--- src/verilog/switch_ctl_pkg.sv ---
/*
  Constants for the switch global control register: its offset, the bit
  positions of each field, reset values and the width of the register port.
  Assumes it is compiled before every design file that names it.
*/
package switch_ctl_pkg;

  localparam int unsigned ADDR_W = 12;
  localparam int unsigned DATA_W = 32;
  localparam int unsigned BE_W = 4;
  localparam int unsigned BYTE_W = 8;

  localparam logic [11:0] SWITCH_GLOBAL_CONTROL_OFS = 12'h32C;

  localparam int unsigned FUNDAMENTAL_RESET_TRIGGER_BIT = 0;
  localparam int unsigned HOT_RESET_TRIGGER_BIT = 1;
  localparam int unsigned RESET_HOLD_BIT = 2;
  localparam int unsigned LOCKABLE_WRITE_ENABLE_BIT = 3;
  localparam int unsigned POWER_BUDGET_VALUE_UNLOCK_BIT = 4;
  localparam int unsigned NO_LINKDOWN_WARM_RESET_BIT = 5;
  localparam int unsigned SKIP_EEPROM_ON_WARM_RESET_BIT = 6;
  localparam int unsigned STRICT_ORDERING_FORCE_BIT = 7;
  localparam int unsigned PEER_TRAFFIC_BLOCK_BIT = 8;
  localparam int unsigned STORE_FORWARD_FORCE_BIT = 14;
  localparam int unsigned LOCKED_TX_PASSTHROUGH_BIT = 15;
  localparam int unsigned WAKE_PIN_DIRECTION_BIT = 16;
  localparam int unsigned AUX_POWER_USE_ENABLE_BIT = 17;
  localparam int unsigned VENDOR_BROADCAST_DROP_BIT = 18;

  localparam logic FIELD_RESET_VAL = 1'h0;
  localparam logic WAKE_DIR_INPUT = 1'h0;
  localparam logic WAKE_DIR_OUTPUT = 1'h1;

  localparam logic [31:0] READ_ZERO = 32'h00000000;

  // Pins sampled through the synchroniser: strap, auxiliary disable and wake.
  localparam int unsigned PIN_SYNC_W = 3;
  localparam int unsigned PIN_STRAP_IDX = 0;
  localparam int unsigned PIN_AUX_DIS_IDX = 1;
  localparam int unsigned PIN_WAKE_IDX = 2;

  // Cycles after power-on release before the synchronised pins are valid.
  localparam logic [1:0] POR_SETTLE_CYCLES = 2'h2;

endpackage

--- src/verilog/pin_sync_2ff.sv ---
/*
  Two flip-flop synchroniser for a small group of level inputs.
  Assumes the inputs are asynchronous levels that stay put for several clocks.
*/
`timescale 1ns/1ps
`default_nettype none
module pin_sync_2ff #(
  parameter int unsigned WIDTH = 3
) (
  input wire logic clk,
  input wire logic rst,
  input wire logic [WIDTH-1:0] async_in,
  output logic [WIDTH-1:0] sync_out
);

  logic [WIDTH-1:0] stage1_q;
  logic [WIDTH-1:0] stage2_q;

  always_ff @(posedge clk or posedge rst) begin
    if (rst) begin
      stage1_q <= '0;
      stage2_q <= '0;
    end else begin
      stage1_q <= async_in;
      stage2_q <= stage1_q;
    end
  end

  assign sync_out = stage2_q;

endmodule
`default_nettype wire

--- src/verilog/switch_global_control_register.sv ---
/*
  Switch global control register of a multi-port packet switch: reset
  triggers, the reset hold, write unlocks, routing and ordering controls,
  wake pin direction and the auxiliary power enable.
  Assumes a reset sequencer on the same clock that reports when a reset
  operation runs, and a configuration or management serial master that
  drives the register port. rst is the power-on (auxiliary power) reset.
*/
// Summary of operation
// - Writing one to bit 0 pulses a fundamental reset start; reads zero.
// - Writing one to bit 1 pulses a hot reset start; reads zero.
// - While reset hold is set, the core except management stays in reset.
// - An EEPROM initialisation error sets the reset hold bit.
// - Reset hold acts only within a reset operation; strap loads it.
// - The unlock bit gates writes to every lockable field.
// - The unlock bit resets clear and is set during each reset operation.
// - Bit 4 makes the per-port power budget value registers writable.
// - Bit 5 stops upstream link down from causing a hot reset.
// - Bit 6 skips EEPROM initialisation within the hot reset sequence.
// - Bit 7 forces strong ordering regardless of relaxed ordering.
// - Bit 8 blocks peer traffic, downstream non-upstream becomes unsupported.
// - Bit 14 forces store-and-forward routing; clear allows cut-through.
// - Bit 15 routes locked transactions as ordinary packets.
// - Bit 16 sets wake pin direction; clears on auxiliary power on.
// - Bit 17 enables auxiliary power; power-on loads inverse of pin.
// - Bit 18 drops vendor broadcast messages from the upstream port.
`timescale 1ns/1ps
`default_nettype none
module switch_global_control_register (
  input wire logic clk,
  input wire logic rst,
  input wire logic [11:0] cfg_addr,
  input wire logic cfg_wr,
  input wire logic cfg_rd,
  input wire logic [3:0] cfg_be,
  input wire logic [31:0] cfg_wdata,
  output logic [31:0] cfg_rdata,
  output logic cfg_ack,
  input wire logic reset_in_progress,
  input wire logic fund_reset_active,
  input wire logic eeprom_init_error,
  input wire logic upstream_dl_down,
  input wire logic hot_reset_other,
  input wire logic reset_hold_strap,
  input wire logic aux_power_disable_pin_n,
  input wire logic wake_pin_n_i,
  output logic wake_pin_n_o,
  output logic wake_pin_n_oe,
  input wire logic wake_request,
  output logic wake_detect,
  output logic fundamental_reset_start,
  output logic hot_reset_start,
  output logic core_hold,
  output logic lockable_write_enable,
  output logic power_budget_value_unlock,
  output logic no_linkdown_warm_reset,
  output logic skip_eeprom_on_warm_reset,
  output logic strict_ordering_force,
  output logic peer_traffic_block,
  output logic store_forward_force,
  output logic locked_tx_passthrough,
  output logic wake_pin_direction,
  output logic aux_power_use_enable,
  output logic vendor_broadcast_drop
);

  //////////////////////////////////////////////////////////////////////////////

  logic [2:0] pin_async;
  logic [2:0] pin_sync;
  logic strap_s;
  logic aux_dis_n_s;
  logic wake_in_s;

  assign pin_async = {~wake_pin_n_i, aux_power_disable_pin_n,
    reset_hold_strap};

  pin_sync_2ff #(
    .WIDTH(switch_ctl_pkg::PIN_SYNC_W)
  ) u_pin_sync (
    .clk(clk),
    .rst(rst),
    .async_in(pin_async),
    .sync_out(pin_sync)
  );

  assign strap_s = pin_sync[switch_ctl_pkg::PIN_STRAP_IDX];
  assign aux_dis_n_s = pin_sync[switch_ctl_pkg::PIN_AUX_DIS_IDX];
  assign wake_in_s = pin_sync[switch_ctl_pkg::PIN_WAKE_IDX];

  //////////////////////////////////////////////////////////////////////////////

  logic hit;
  logic [31:0] be_mask;
  logic [31:0] wen;
  logic [31:0] wset;

  assign hit = (cfg_addr == switch_ctl_pkg::SWITCH_GLOBAL_CONTROL_OFS);

  // Each byte enable opens its own eight bits of the word.
  genvar gb;
  generate
    for (gb = 0; gb < switch_ctl_pkg::BE_W; gb++) begin : g_be
      assign be_mask[gb*switch_ctl_pkg::BYTE_W +: switch_ctl_pkg::BYTE_W] =
        {switch_ctl_pkg::BYTE_W{cfg_be[gb]}};
    end
  endgenerate

  assign wen = {32{cfg_wr & hit}} & be_mask;
  assign wset = wen & cfg_wdata;

  //////////////////////////////////////////////////////////////////////////////

  // Power-on settle counter: the pin synchroniser needs two clocks to fill.
  logic [1:0] por_cnt_q;
  logic por_load;

  always_ff @(posedge clk or posedge rst) begin
    if (rst) begin
      por_cnt_q <= 2'h0;
    end else if (por_cnt_q != (switch_ctl_pkg::POR_SETTLE_CYCLES + 2'h1)) begin
      por_cnt_q <= por_cnt_q + 2'h1;
    end
  end

  assign por_load = (por_cnt_q == switch_ctl_pkg::POR_SETTLE_CYCLES);

  //////////////////////////////////////////////////////////////////////////////

  logic fund_start_q;
  logic hot_start_q;
  logic no_linkdown_q;

  always_ff @(posedge clk or posedge rst) begin
    if (rst) begin
      fund_start_q <= switch_ctl_pkg::FIELD_RESET_VAL;
    end else begin
      fund_start_q <= wset[switch_ctl_pkg::FUNDAMENTAL_RESET_TRIGGER_BIT];
    end
  end

  always_ff @(posedge clk or posedge rst) begin
    if (rst) begin
      hot_start_q <= switch_ctl_pkg::FIELD_RESET_VAL;
    end else begin
      hot_start_q <= wset[switch_ctl_pkg::HOT_RESET_TRIGGER_BIT] |
        hot_reset_other | (upstream_dl_down & ~no_linkdown_q);
    end
  end

  assign fundamental_reset_start = fund_start_q;
  assign hot_reset_start = hot_start_q;

  //////////////////////////////////////////////////////////////////////////////

  logic reset_hold_q;
  logic hold_window_q;

  // The strap is caught during a fundamental reset, then writes and an
  // EEPROM error may change it; the error wins over a clearing write.
  always_ff @(posedge clk or posedge rst) begin
    if (rst) begin
      reset_hold_q <= switch_ctl_pkg::FIELD_RESET_VAL;
    end else if (por_load | fund_reset_active) begin
      reset_hold_q <= strap_s;
    end else if (eeprom_init_error) begin
      reset_hold_q <= 1'h1;
    end else if (wen[switch_ctl_pkg::RESET_HOLD_BIT]) begin
      reset_hold_q <= cfg_wdata[switch_ctl_pkg::RESET_HOLD_BIT];
    end
  end

  // The hold window opens with a reset operation and closes once the core
  // is released, so setting the bit afterwards cannot stall a live switch.
  always_ff @(posedge clk or posedge rst) begin
    if (rst) begin
      hold_window_q <= 1'h1;
    end else if (reset_in_progress | por_load) begin
      hold_window_q <= 1'h1;
    end else if (!reset_hold_q) begin
      hold_window_q <= 1'h0;
    end
  end

  assign core_hold = reset_hold_q & hold_window_q;

  //////////////////////////////////////////////////////////////////////////////

  logic unlock_q;

  // A reset operation sets the unlock; it wins over a clearing write.
  always_ff @(posedge clk or posedge rst) begin
    if (rst) begin
      unlock_q <= switch_ctl_pkg::FIELD_RESET_VAL;
    end else if (reset_in_progress) begin
      unlock_q <= 1'h1;
    end else if (wen[switch_ctl_pkg::LOCKABLE_WRITE_ENABLE_BIT]) begin
      unlock_q <= cfg_wdata[switch_ctl_pkg::LOCKABLE_WRITE_ENABLE_BIT];
    end
  end

  assign lockable_write_enable = unlock_q;

  logic pb_unlock_q;

  // This field is itself lockable, so the unlock gates its writes.
  always_ff @(posedge clk or posedge rst) begin
    if (rst) begin
      pb_unlock_q <= switch_ctl_pkg::FIELD_RESET_VAL;
    end else if (fund_reset_active) begin
      pb_unlock_q <= switch_ctl_pkg::FIELD_RESET_VAL;
    end else if (wen[switch_ctl_pkg::POWER_BUDGET_VALUE_UNLOCK_BIT] &
                 unlock_q) begin
      pb_unlock_q <= cfg_wdata[switch_ctl_pkg::POWER_BUDGET_VALUE_UNLOCK_BIT];
    end
  end

  assign power_budget_value_unlock = pb_unlock_q;

  //////////////////////////////////////////////////////////////////////////////

  // Plain sticky controls: kept over a hot reset, cleared by fundamental.
  logic skip_eeprom_q;
  logic strict_order_q;
  logic peer_block_q;
  logic store_fwd_q;
  logic lock_pass_q;
  logic bcast_drop_q;

  always_ff @(posedge clk or posedge rst) begin
    if (rst) begin
      no_linkdown_q <= switch_ctl_pkg::FIELD_RESET_VAL;
    end else if (fund_reset_active) begin
      no_linkdown_q <= switch_ctl_pkg::FIELD_RESET_VAL;
    end else if (wen[switch_ctl_pkg::NO_LINKDOWN_WARM_RESET_BIT]) begin
      no_linkdown_q <= cfg_wdata[switch_ctl_pkg::NO_LINKDOWN_WARM_RESET_BIT];
    end
  end

  always_ff @(posedge clk or posedge rst) begin
    if (rst) begin
      skip_eeprom_q <= switch_ctl_pkg::FIELD_RESET_VAL;
    end else if (fund_reset_active) begin
      skip_eeprom_q <= switch_ctl_pkg::FIELD_RESET_VAL;
    end else if (wen[switch_ctl_pkg::SKIP_EEPROM_ON_WARM_RESET_BIT]) begin
      skip_eeprom_q <=
        cfg_wdata[switch_ctl_pkg::SKIP_EEPROM_ON_WARM_RESET_BIT];
    end
  end

  always_ff @(posedge clk or posedge rst) begin
    if (rst) begin
      strict_order_q <= switch_ctl_pkg::FIELD_RESET_VAL;
    end else if (fund_reset_active) begin
      strict_order_q <= switch_ctl_pkg::FIELD_RESET_VAL;
    end else if (wen[switch_ctl_pkg::STRICT_ORDERING_FORCE_BIT]) begin
      strict_order_q <= cfg_wdata[switch_ctl_pkg::STRICT_ORDERING_FORCE_BIT];
    end
  end

  always_ff @(posedge clk or posedge rst) begin
    if (rst) begin
      peer_block_q <= switch_ctl_pkg::FIELD_RESET_VAL;
    end else if (fund_reset_active) begin
      peer_block_q <= switch_ctl_pkg::FIELD_RESET_VAL;
    end else if (wen[switch_ctl_pkg::PEER_TRAFFIC_BLOCK_BIT]) begin
      peer_block_q <= cfg_wdata[switch_ctl_pkg::PEER_TRAFFIC_BLOCK_BIT];
    end
  end

  always_ff @(posedge clk or posedge rst) begin
    if (rst) begin
      store_fwd_q <= switch_ctl_pkg::FIELD_RESET_VAL;
    end else if (fund_reset_active) begin
      store_fwd_q <= switch_ctl_pkg::FIELD_RESET_VAL;
    end else if (wen[switch_ctl_pkg::STORE_FORWARD_FORCE_BIT]) begin
      store_fwd_q <= cfg_wdata[switch_ctl_pkg::STORE_FORWARD_FORCE_BIT];
    end
  end

  always_ff @(posedge clk or posedge rst) begin
    if (rst) begin
      lock_pass_q <= switch_ctl_pkg::FIELD_RESET_VAL;
    end else if (fund_reset_active) begin
      lock_pass_q <= switch_ctl_pkg::FIELD_RESET_VAL;
    end else if (wen[switch_ctl_pkg::LOCKED_TX_PASSTHROUGH_BIT]) begin
      lock_pass_q <= cfg_wdata[switch_ctl_pkg::LOCKED_TX_PASSTHROUGH_BIT];
    end
  end

  always_ff @(posedge clk or posedge rst) begin
    if (rst) begin
      bcast_drop_q <= switch_ctl_pkg::FIELD_RESET_VAL;
    end else if (fund_reset_active) begin
      bcast_drop_q <= switch_ctl_pkg::FIELD_RESET_VAL;
    end else if (wen[switch_ctl_pkg::VENDOR_BROADCAST_DROP_BIT]) begin
      bcast_drop_q <= cfg_wdata[switch_ctl_pkg::VENDOR_BROADCAST_DROP_BIT];
    end
  end

  assign no_linkdown_warm_reset = no_linkdown_q;
  assign skip_eeprom_on_warm_reset = skip_eeprom_q;
  assign strict_ordering_force = strict_order_q;
  assign peer_traffic_block = peer_block_q;
  assign store_forward_force = store_fwd_q;
  assign locked_tx_passthrough = lock_pass_q;
  assign vendor_broadcast_drop = bcast_drop_q;

  //////////////////////////////////////////////////////////////////////////////

  // Auxiliary power fields survive a fundamental reset; only power-on
  // returns them to their initial values.
  logic wake_dir_q;
  logic aux_en_q;

  always_ff @(posedge clk or posedge rst) begin
    if (rst) begin
      wake_dir_q <= switch_ctl_pkg::WAKE_DIR_INPUT;
    end else if (wen[switch_ctl_pkg::WAKE_PIN_DIRECTION_BIT]) begin
      wake_dir_q <= cfg_wdata[switch_ctl_pkg::WAKE_PIN_DIRECTION_BIT];
    end
  end

  always_ff @(posedge clk or posedge rst) begin
    if (rst) begin
      aux_en_q <= switch_ctl_pkg::FIELD_RESET_VAL;
    end else if (por_load) begin
      aux_en_q <= ~aux_dis_n_s;
    end else if (wen[switch_ctl_pkg::AUX_POWER_USE_ENABLE_BIT]) begin
      aux_en_q <= cfg_wdata[switch_ctl_pkg::AUX_POWER_USE_ENABLE_BIT];
    end
  end

  assign wake_pin_direction = wake_dir_q;
  assign aux_power_use_enable = aux_en_q;

  // The wake pin is active low; its input is synced inverted, so reset is idle.
  logic wake_out_q;

  always_ff @(posedge clk or posedge rst) begin
    if (rst) begin
      wake_out_q <= 1'h0;
    end else begin
      wake_out_q <= wake_request & (wake_dir_q ==
        switch_ctl_pkg::WAKE_DIR_OUTPUT);
    end
  end

  assign wake_pin_n_o = ~wake_out_q;
  assign wake_pin_n_oe = (wake_dir_q == switch_ctl_pkg::WAKE_DIR_OUTPUT);
  assign wake_detect = wake_in_s & (wake_dir_q ==
    switch_ctl_pkg::WAKE_DIR_INPUT);

  //////////////////////////////////////////////////////////////////////////////

  logic [31:0] read_word;
  logic [31:0] rdata_q;
  logic ack_q;

  always_comb begin
    read_word = switch_ctl_pkg::READ_ZERO;
    read_word[switch_ctl_pkg::FUNDAMENTAL_RESET_TRIGGER_BIT] = 1'h0;
    read_word[switch_ctl_pkg::HOT_RESET_TRIGGER_BIT] = 1'h0;
    read_word[switch_ctl_pkg::RESET_HOLD_BIT] = reset_hold_q;
    read_word[switch_ctl_pkg::LOCKABLE_WRITE_ENABLE_BIT] = unlock_q;
    read_word[switch_ctl_pkg::POWER_BUDGET_VALUE_UNLOCK_BIT] = pb_unlock_q;
    read_word[switch_ctl_pkg::NO_LINKDOWN_WARM_RESET_BIT] = no_linkdown_q;
    read_word[switch_ctl_pkg::SKIP_EEPROM_ON_WARM_RESET_BIT] = skip_eeprom_q;
    read_word[switch_ctl_pkg::STRICT_ORDERING_FORCE_BIT] = strict_order_q;
    read_word[switch_ctl_pkg::PEER_TRAFFIC_BLOCK_BIT] = peer_block_q;
    read_word[switch_ctl_pkg::STORE_FORWARD_FORCE_BIT] = store_fwd_q;
    read_word[switch_ctl_pkg::LOCKED_TX_PASSTHROUGH_BIT] = lock_pass_q;
    read_word[switch_ctl_pkg::WAKE_PIN_DIRECTION_BIT] = wake_dir_q;
    read_word[switch_ctl_pkg::AUX_POWER_USE_ENABLE_BIT] = aux_en_q;
    read_word[switch_ctl_pkg::VENDOR_BROADCAST_DROP_BIT] = bcast_drop_q;
  end

  // Every access is acknowledged one clock later; an unmapped read gets zero.
  always_ff @(posedge clk or posedge rst) begin
    if (rst) begin
      rdata_q <= switch_ctl_pkg::READ_ZERO;
      ack_q <= 1'h0;
    end else begin
      ack_q <= cfg_wr | cfg_rd;
      if (cfg_rd) begin
        rdata_q <= hit ? read_word : switch_ctl_pkg::READ_ZERO;
      end
    end
  end

  assign cfg_rdata = rdata_q;
  assign cfg_ack = ack_q;

endmodule
`default_nettype wire

--- config.mk ---
export PLATFORM = sky130hd
export DESIGN_NAME = switch_global_control_register
export DESIGN_NICKNAME = d
export VERILOG_FILES = /design/src/verilog/switch_ctl_pkg.sv /design/src/verilog/pin_sync_2ff.sv /design/src/verilog/switch_global_control_register.sv
export SDC_FILE = /design/constraint.sdc
export NUM_CORES = 1
export LEC_CHECK = 0
export ABC_AREA = 1
export BUFFER_PORTS_ARGS = -buffer_cell sky130_fd_sc_hd__buf_2
export CORE_AREA = 5 5 69 71
export DETAILED_ROUTE_END_ITERATION = 10
export DIE_AREA = 0 0 74 76
export PLACE_DENSITY = 0.82
export SLEW_MARGIN = 20
export SYNTH_ARGS = -nofsm -noshare
export SYNTH_HDL_FRONTEND = slang
export SYNTH_SLANG_ARGS = --single-unit
--- constraint.sdc ---
create_clock -name clk -period 2.35 [get_ports clk]
set_input_delay 0.1175 -clock clk [delete_from_list [all_inputs] [get_ports clk]]
set_output_delay 0.1175 -clock clk [all_outputs]
set_load 0.05 [all_outputs]
### Word level (Yosys, flattened, before mapping)

Cells that the tools add are included.

| storage, ports and cells | value |
|---|---|
| register bits after elaboration | 57 |
| input bits | 61 |
| output and inout port bits | 50 |
| logic and storage cells | 81 |

| operators by class | value |
|---|---|
| $add $sub $neg | 1 |
| equal/unequal tests | 4 |
| multiplexer cells | 26 |
| bitwise gates (word level) | 18 |
| reductions and logical operators | 11 |

Operators by type and width:

| cell | number |
|---|---|
| $mux 1 | 25 |
| $reduce_bool 2->1 | 10 |
| $and 19x19->19 | 1 |
| $mux 19 | 1 |
| $eq 12x10->1 const B | 1 |
| $and 1x1->1 | 6 |
| $not 1->1 | 5 |
| $or 1x1->1 | 5 |
| $reduce_bool 3->1 | 1 |
| $add 2x1->2 const B | 1 |
| $and 2x2->2 | 1 |
| $eq 2x2->1 const B | 1 |
| $ne 2x1->1 const B | 1 |
| $ne 2x2->1 const B | 1 |

### Depth between registers and ports, before layout

| depth | value |
|---|---|
| depth in word-level cells | 6 |
| depth in mapped cells | 9 |
| mapped depth without buffers | 9 |

### Cells and area by module

Synthesis repeated with hierarchy kept, for this count alone.

| second synthesis, totals | value |
|---|---|
| cells, all modules | 210 |
| area total of the unflattened synthesis | 1786.7 µm² |

By module, submodules not included:

| module | times used | cells an instance | area each (µm²) | sequential area each (µm²) |
|---|---|---|---|---|
| switch_global_control_register | 1 | 203 | 1632.8 | 777.0 |
| pin_sync_2ff | 1 | 7 | 153.9 | 150.1 |

### Worst setup path before layout

No wires, ideal clock.

| path | value |
|---|---|
| path type | register -> output |
| start | register wake_dir_q, in the netlist wake_pin_direction |
| end | output port wake_detect |
| arrival time | 1.326 ns |
| required time | 2.233 ns |
| setup slack | 0.907 ns |
| stages on the path, launching flop included | 2 |
| buffers on the path | 0 |
| cells stage by stage | dfrtp_1 -> nor2_1 |

| on the way | value |
|---|---|
| word-level cells in the longest chain between the ends | 2 |

Ends and longest elaborated chain:

| item | line | RTL |
|---|---|---|
| start, declared | switch_global_control_register.sv:313 | `logic wake_dir_q;` |
| start signal, assigned | switch_global_control_register.sv:318 | `wake_dir_q <= switch_ctl_pkg::WAKE_DIR_INPUT;` |
| start signal, assigned | switch_global_control_register.sv:320 | `wake_dir_q <= cfg_wdata[switch_ctl_pkg::WAKE_PIN_DIRECTION_BIT];` |
| $not 1->1 | switch_global_control_register.sv:351 | `assign wake_detect = wake_in_s & (wake_dir_q ==` |
| $and 1x1->1 | switch_global_control_register.sv:351 |  |
| end, declared | switch_global_control_register.sv:50 | `output logic wake_detect,` |

Every way passes these cells.

### Final worst setup path

| path | value |
|---|---|
| start | register por_cnt_q[0] |
| end | register reset_hold_q |

| on the way | value |
|---|---|
| word-level cells in the longest chain between the ends | 3 |
| elaborated cells on any way between the ends | 4 |
| those cells by class | 1 x eq/ne; 1 x mux; 1 x bitwise; 1 x reduce/logical |

Ends and longest elaborated chain:

| item | line | RTL |
|---|---|---|
| start, declared | switch_global_control_register.sv:115 | `logic [1:0] por_cnt_q;` |
| start signal, assigned | switch_global_control_register.sv:122 | `por_cnt_q <= por_cnt_q + 2'h1;` |
| $eq 2x2->1 (*) | switch_global_control_register.sv:126 | `assign por_load = (por_cnt_q == switch_ctl_pkg::POR_SETTLE_CYCLES);` |
| $or 1x1->1 (*) | switch_global_control_register.sv:164 | `end else if (por_load \| fund_reset_active) begin` |
| $reduce_bool 3->1 (no source line) / $mux 1 (equally long branches) | n/a |  |
| end signal, assigned | switch_global_control_register.sv:163 | `reset_hold_q <= switch_ctl_pkg::FIELD_RESET_VAL;` |
| end signal, assigned | switch_global_control_register.sv:165 | `reset_hold_q <= strap_s;` |
| end signal, assigned | switch_global_control_register.sv:169 | `reset_hold_q <= cfg_wdata[switch_ctl_pkg::RESET_HOLD_BIT];` |
| end, declared | switch_global_control_register.sv:156 | `logic reset_hold_q;` |

Mark *: on every way between the ends. The rest lies on a longest branch, timed or not.
A chain may end at the register's enable or synchronous reset.

==> results <==
- The flow ran to the end, and the final reports show no timing, DRC or antenna violations.
- In the finished design, the share of the clock period the worst path needs comes to 0.556.
- The initial standard-cell utilization of the core is 0.420.
- The hold-critical path endpoint is wake_out_q.
- The tool flagged a number of max-cap violations equal to 0.
- After detailed routing, the number of vias per cell comes to 4.48.
- The startpoint identified for the worst register-to-register timing path is por_cnt_q[0].
- In the final layout, the share of cells above drive strength 1 is 0.306.
- The total overflow left after global routing is 0.
- Data on the critical path is required at its endpoint by 2.53 ns.
- The maximum fanout encountered on the critical timing path is 4.
- Before antenna repair, the detailed router went through 4 iterations.
- The critical path is of the reg2reg type.
- For this run, the total global-route usage over all layers was measured as 0.151.
- The final antenna diode count is 0.
- IR analysis of the VDD net gives a maximum drop of 445 uV.
- For the finished layout, the period the worst path requires is between 1 and 1.5 ns.
- The count of final max-slew check failures is 0.
- After routing the design area is 2250 sq um.
- The number of fill cells in the layout is 411.
- The post-synthesis cell area is 1750 sq um.
- The worst setup path is launched from a register.
- The count of state elements after synthesis is 37.
- The cell depth of the worst flop-to-flop path is 8.
- Entering global routing, the biggest net connects 38 pins.
- Yosys printed 0 warnings.
- The arrival time reported for the critical path endpoint is 1.48 ns.
- The final layout net count is 346.
- The average detailed-routed wire length per instance is 12.1 um.
- The final sum of negative setup slack is 0 ns.
- The final HPWL from detailed placement is 3290 um.
- In this run the register-to-register setup slack is 1.04 ns.
- The number of placement rows is 24.
- The number of levels in the clock H-tree is 2.
- After detailed routing, the total wire length is 4070 um.
- The commonest cells after synthesis are sky130_fd_sc_hd__nand2_1 (59), sky130_fd_sc_hd__dfrtp_1 (36), sky130_fd_sc_hd__inv_1 (22), sky130_fd_sc_hd__buf_4 (21), sky130_fd_sc_hd__nand3_1 (16).
- The fraction of registers with async set/reset is 1.00.
- The source-to-sink clock delay at the later pin of the worst-skew pair is 0.29 ns.
- From synthesis to final layout, the design area changed by 28.6%.
- The core occupancy in the finished layout is 0.540.
- The placed instances occupy a cell area of about 2100 sq um.
- Routability-driven placement finished with a final weighted congestion of 0.749.
- STA classifies the critical path endpoint as a register.
- The die boundary width is 74 um.
- Yosys mapped a number of flops with a built-in enable equal to 0.
- The die span in y is 76 um.
- The number of antenna violations at the first check in global routing is 0.
- The die area is between 5000 and 6000 sq um.
- The number of buffer cells added on primary ports is about 70.
- The number of DRC markers in iteration 0 is 65.
- The analysis attributes to cell leakage a power of 0.00129 uW.
- The area taken by flip-flops and latches is 927 sq um.
- By area the synthesized netlist is led by sky130_fd_sc_hd__dfrtp_1 (51%), sky130_fd_sc_hd__nand2_1 (13%), sky130_fd_sc_hd__buf_4 (9.0%).
- The clock tree from TritonCTS is built.
- The launch instance of the worst min-delay path is wake_request.
- Setup repair after global routing left no endpoint under its margin.
- Clock skew on the completed layout was measured at 0.00924 ns.
- The count of final setup violators is 0.
- For this run, the top clock speed supported by timing is 765 MHz.
- The clock passes through at most 2 buffers.
- Counting instances, the worst hold path has a depth of 3.
- Clock-pin slew was measured on the worst setup and hold paths at about 0.08 ns.
- In the final layout, the multi-input gates occupy 638 sq um.
- The DRC violation count after routing is 0.
- For this run, the leading register cell type out of synthesis is sky130_fd_sc_hd__dfrtp_1.
- The via count is 1505.
- The path class of the tightest hold or removal check is in2reg.
- The final antenna-violating net count is 0.
- The total of cells resized after clock tree synthesis is 0.
- The proportion of synthesized chip area in sequential cells is 0.529.
- Of the post-synthesis cell area, the dominant cell type holds 0.514.
- The core area is 4170 sq um.
- The end of the worst register-to-register path is reset_hold_q.
- Synthesis produced a netlist whose cell count is 206.
- The most used standard cell by instance count after synthesis is sky130_fd_sc_hd__nand2_1.
- The total power density per cell area is 661 nW/um^2.
- The cell at the root of the clock tree is sky130_fd_sc_hd__clkbuf_8.
- The number of hold violations in the final report is 0.
- The average cell area after synthesis is 8.51 sq um.
- TritonCTS created 5 clock buffers.
- The wire length of the first global-routing pass is about 6600 um.
- The number of global-route vias before repair was 1510.
- The largest area contributor in the synthesized netlist is sky130_fd_sc_hd__dfrtp_1.
- For this design, the sink count on the clock tree is 37.
- In this run, distinct cell masters in the synthesized netlist total 21.
- 111 I/O pins were placed.
==> metal layers <==
| layer | GRT usage | wire length, um |
|---|---|---|
| met1 | 0.168 | 1440 |
| met2 | 0.253 | 2130 |
| met3 | 0.0567 | 422 |
| met4 | 0.0616 | 82 |
| met5 | 0 | 0 |
==> through the flow <==
step / cells / setup slack [ns] / power (uW) / hold slack [ns]
2_1_floorplan: 225 / 0.907 / 821 / 0.149
3_3_place_gp: 324 / 1.04 / 846 / 0.226
3_5_place_dp: 324 / 0.996 / 850 / 0.227
4_1_cts: 336 / 1.04 / 1510 / 0.000122
5_1_grt: 336 / 0.877 / 1540 / 0.00941
6_report: 336 / 1.04 / 1490 / 0.00844
==> state kept, by name (all words and copies together), names as in the netlist, 2 cells and up <==
name                 flops
u_pin_sync.sync_out      3
por_cnt_q                2
u_pin_sync.stage1_q      3
cfg_rdata               12
==> final cells by class <==
class                           count  share of cell area
Multi-Input combinational cell    140               0.283
Clock inverter                      3              0.0289
Timing Repair Buffer               76               0.179
Inverter                           23              0.0383
Tap cell                           52              0.0289
Sequential cell                    37               0.411
Clock buffer                        5              0.0305
==> cells by family (layout without fill, tap and decap cells) <==
family / after synthesis / after routing / synth area share
xor gates and xnor gates: 1 / 1 / 0.00500
DFF: 37 / 37 / 0.529
and+or+nand+nor: 99 / 99 / 0.249
adders and majority gates: 2 / 2 / 0.0143
other: 1 / 20 / 0.00214
buffers and inverters: 48 / 107 / 0.148
AOI/OAI and AO/OA: 18 / 18 / 0.0528
==> power breakdown <==
part	internal, uW	total, uW	switching [uW]
Sequential	649	654	5.50
Clock	422	646	224
Combinational	43.9	188	144
Total	1110	1490	374
==> worst max-delay path by stage <==
stage,start,slack (ns),end,depth (start not counted)
finish,por_cnt_q[0],1.04,reset_hold_q,8
detailed placement,cfg_addr[4],1.0,skip_eeprom_on_warm_reset,9
CTS,por_cnt_q[0],1.04,reset_hold_q,8
global route,por_cnt_q[0],0.88,reset_hold_q,8
global placement,cfg_addr[11],1.04,no_linkdown_warm_reset,7
floorplan,wake_pin_direction,0.91,wake_detect,1
==> critical path, stage by stage (launching register included) <==
cell and delay (ns):
sky130_fd_sc_hd__dfrtp_1 0.40, sky130_fd_sc_hd__inv_1 0.06, sky130_fd_sc_hd__ha_1 0.22, sky130_fd_sc_hd__inv_1 0.10, sky130_fd_sc_hd__nand2_1 0.09, sky130_fd_sc_hd__nor2_1 0.15
sky130_fd_sc_hd__nand2_1 0.08, sky130_fd_sc_hd__nand2_1 0.06, sky130_fd_sc_hd__nand2_1 0.04
==> layout by cell type (no fill, tap or decap), drive strengths merged <==
cell	instances
clkinv	2
nor2	16
nor3	1
inv	22
dfrtp	36
bufinv	2
o21ai	15
ha	2
buf	72
a21oi	2
nand2	60
dlygate4sd3	4
xnor2	1
nand4	5
o31ai	1
nand3	17
conb	20
dfstp	1
clkbuf	5
==> what timing repair did <==
item                                   CTS  global route
endpoints found under the hold margin   39             0
buffers inserted                         0             0
hold buffers                             4             0
No activity file was read; power rests on OpenSTA's default activity.
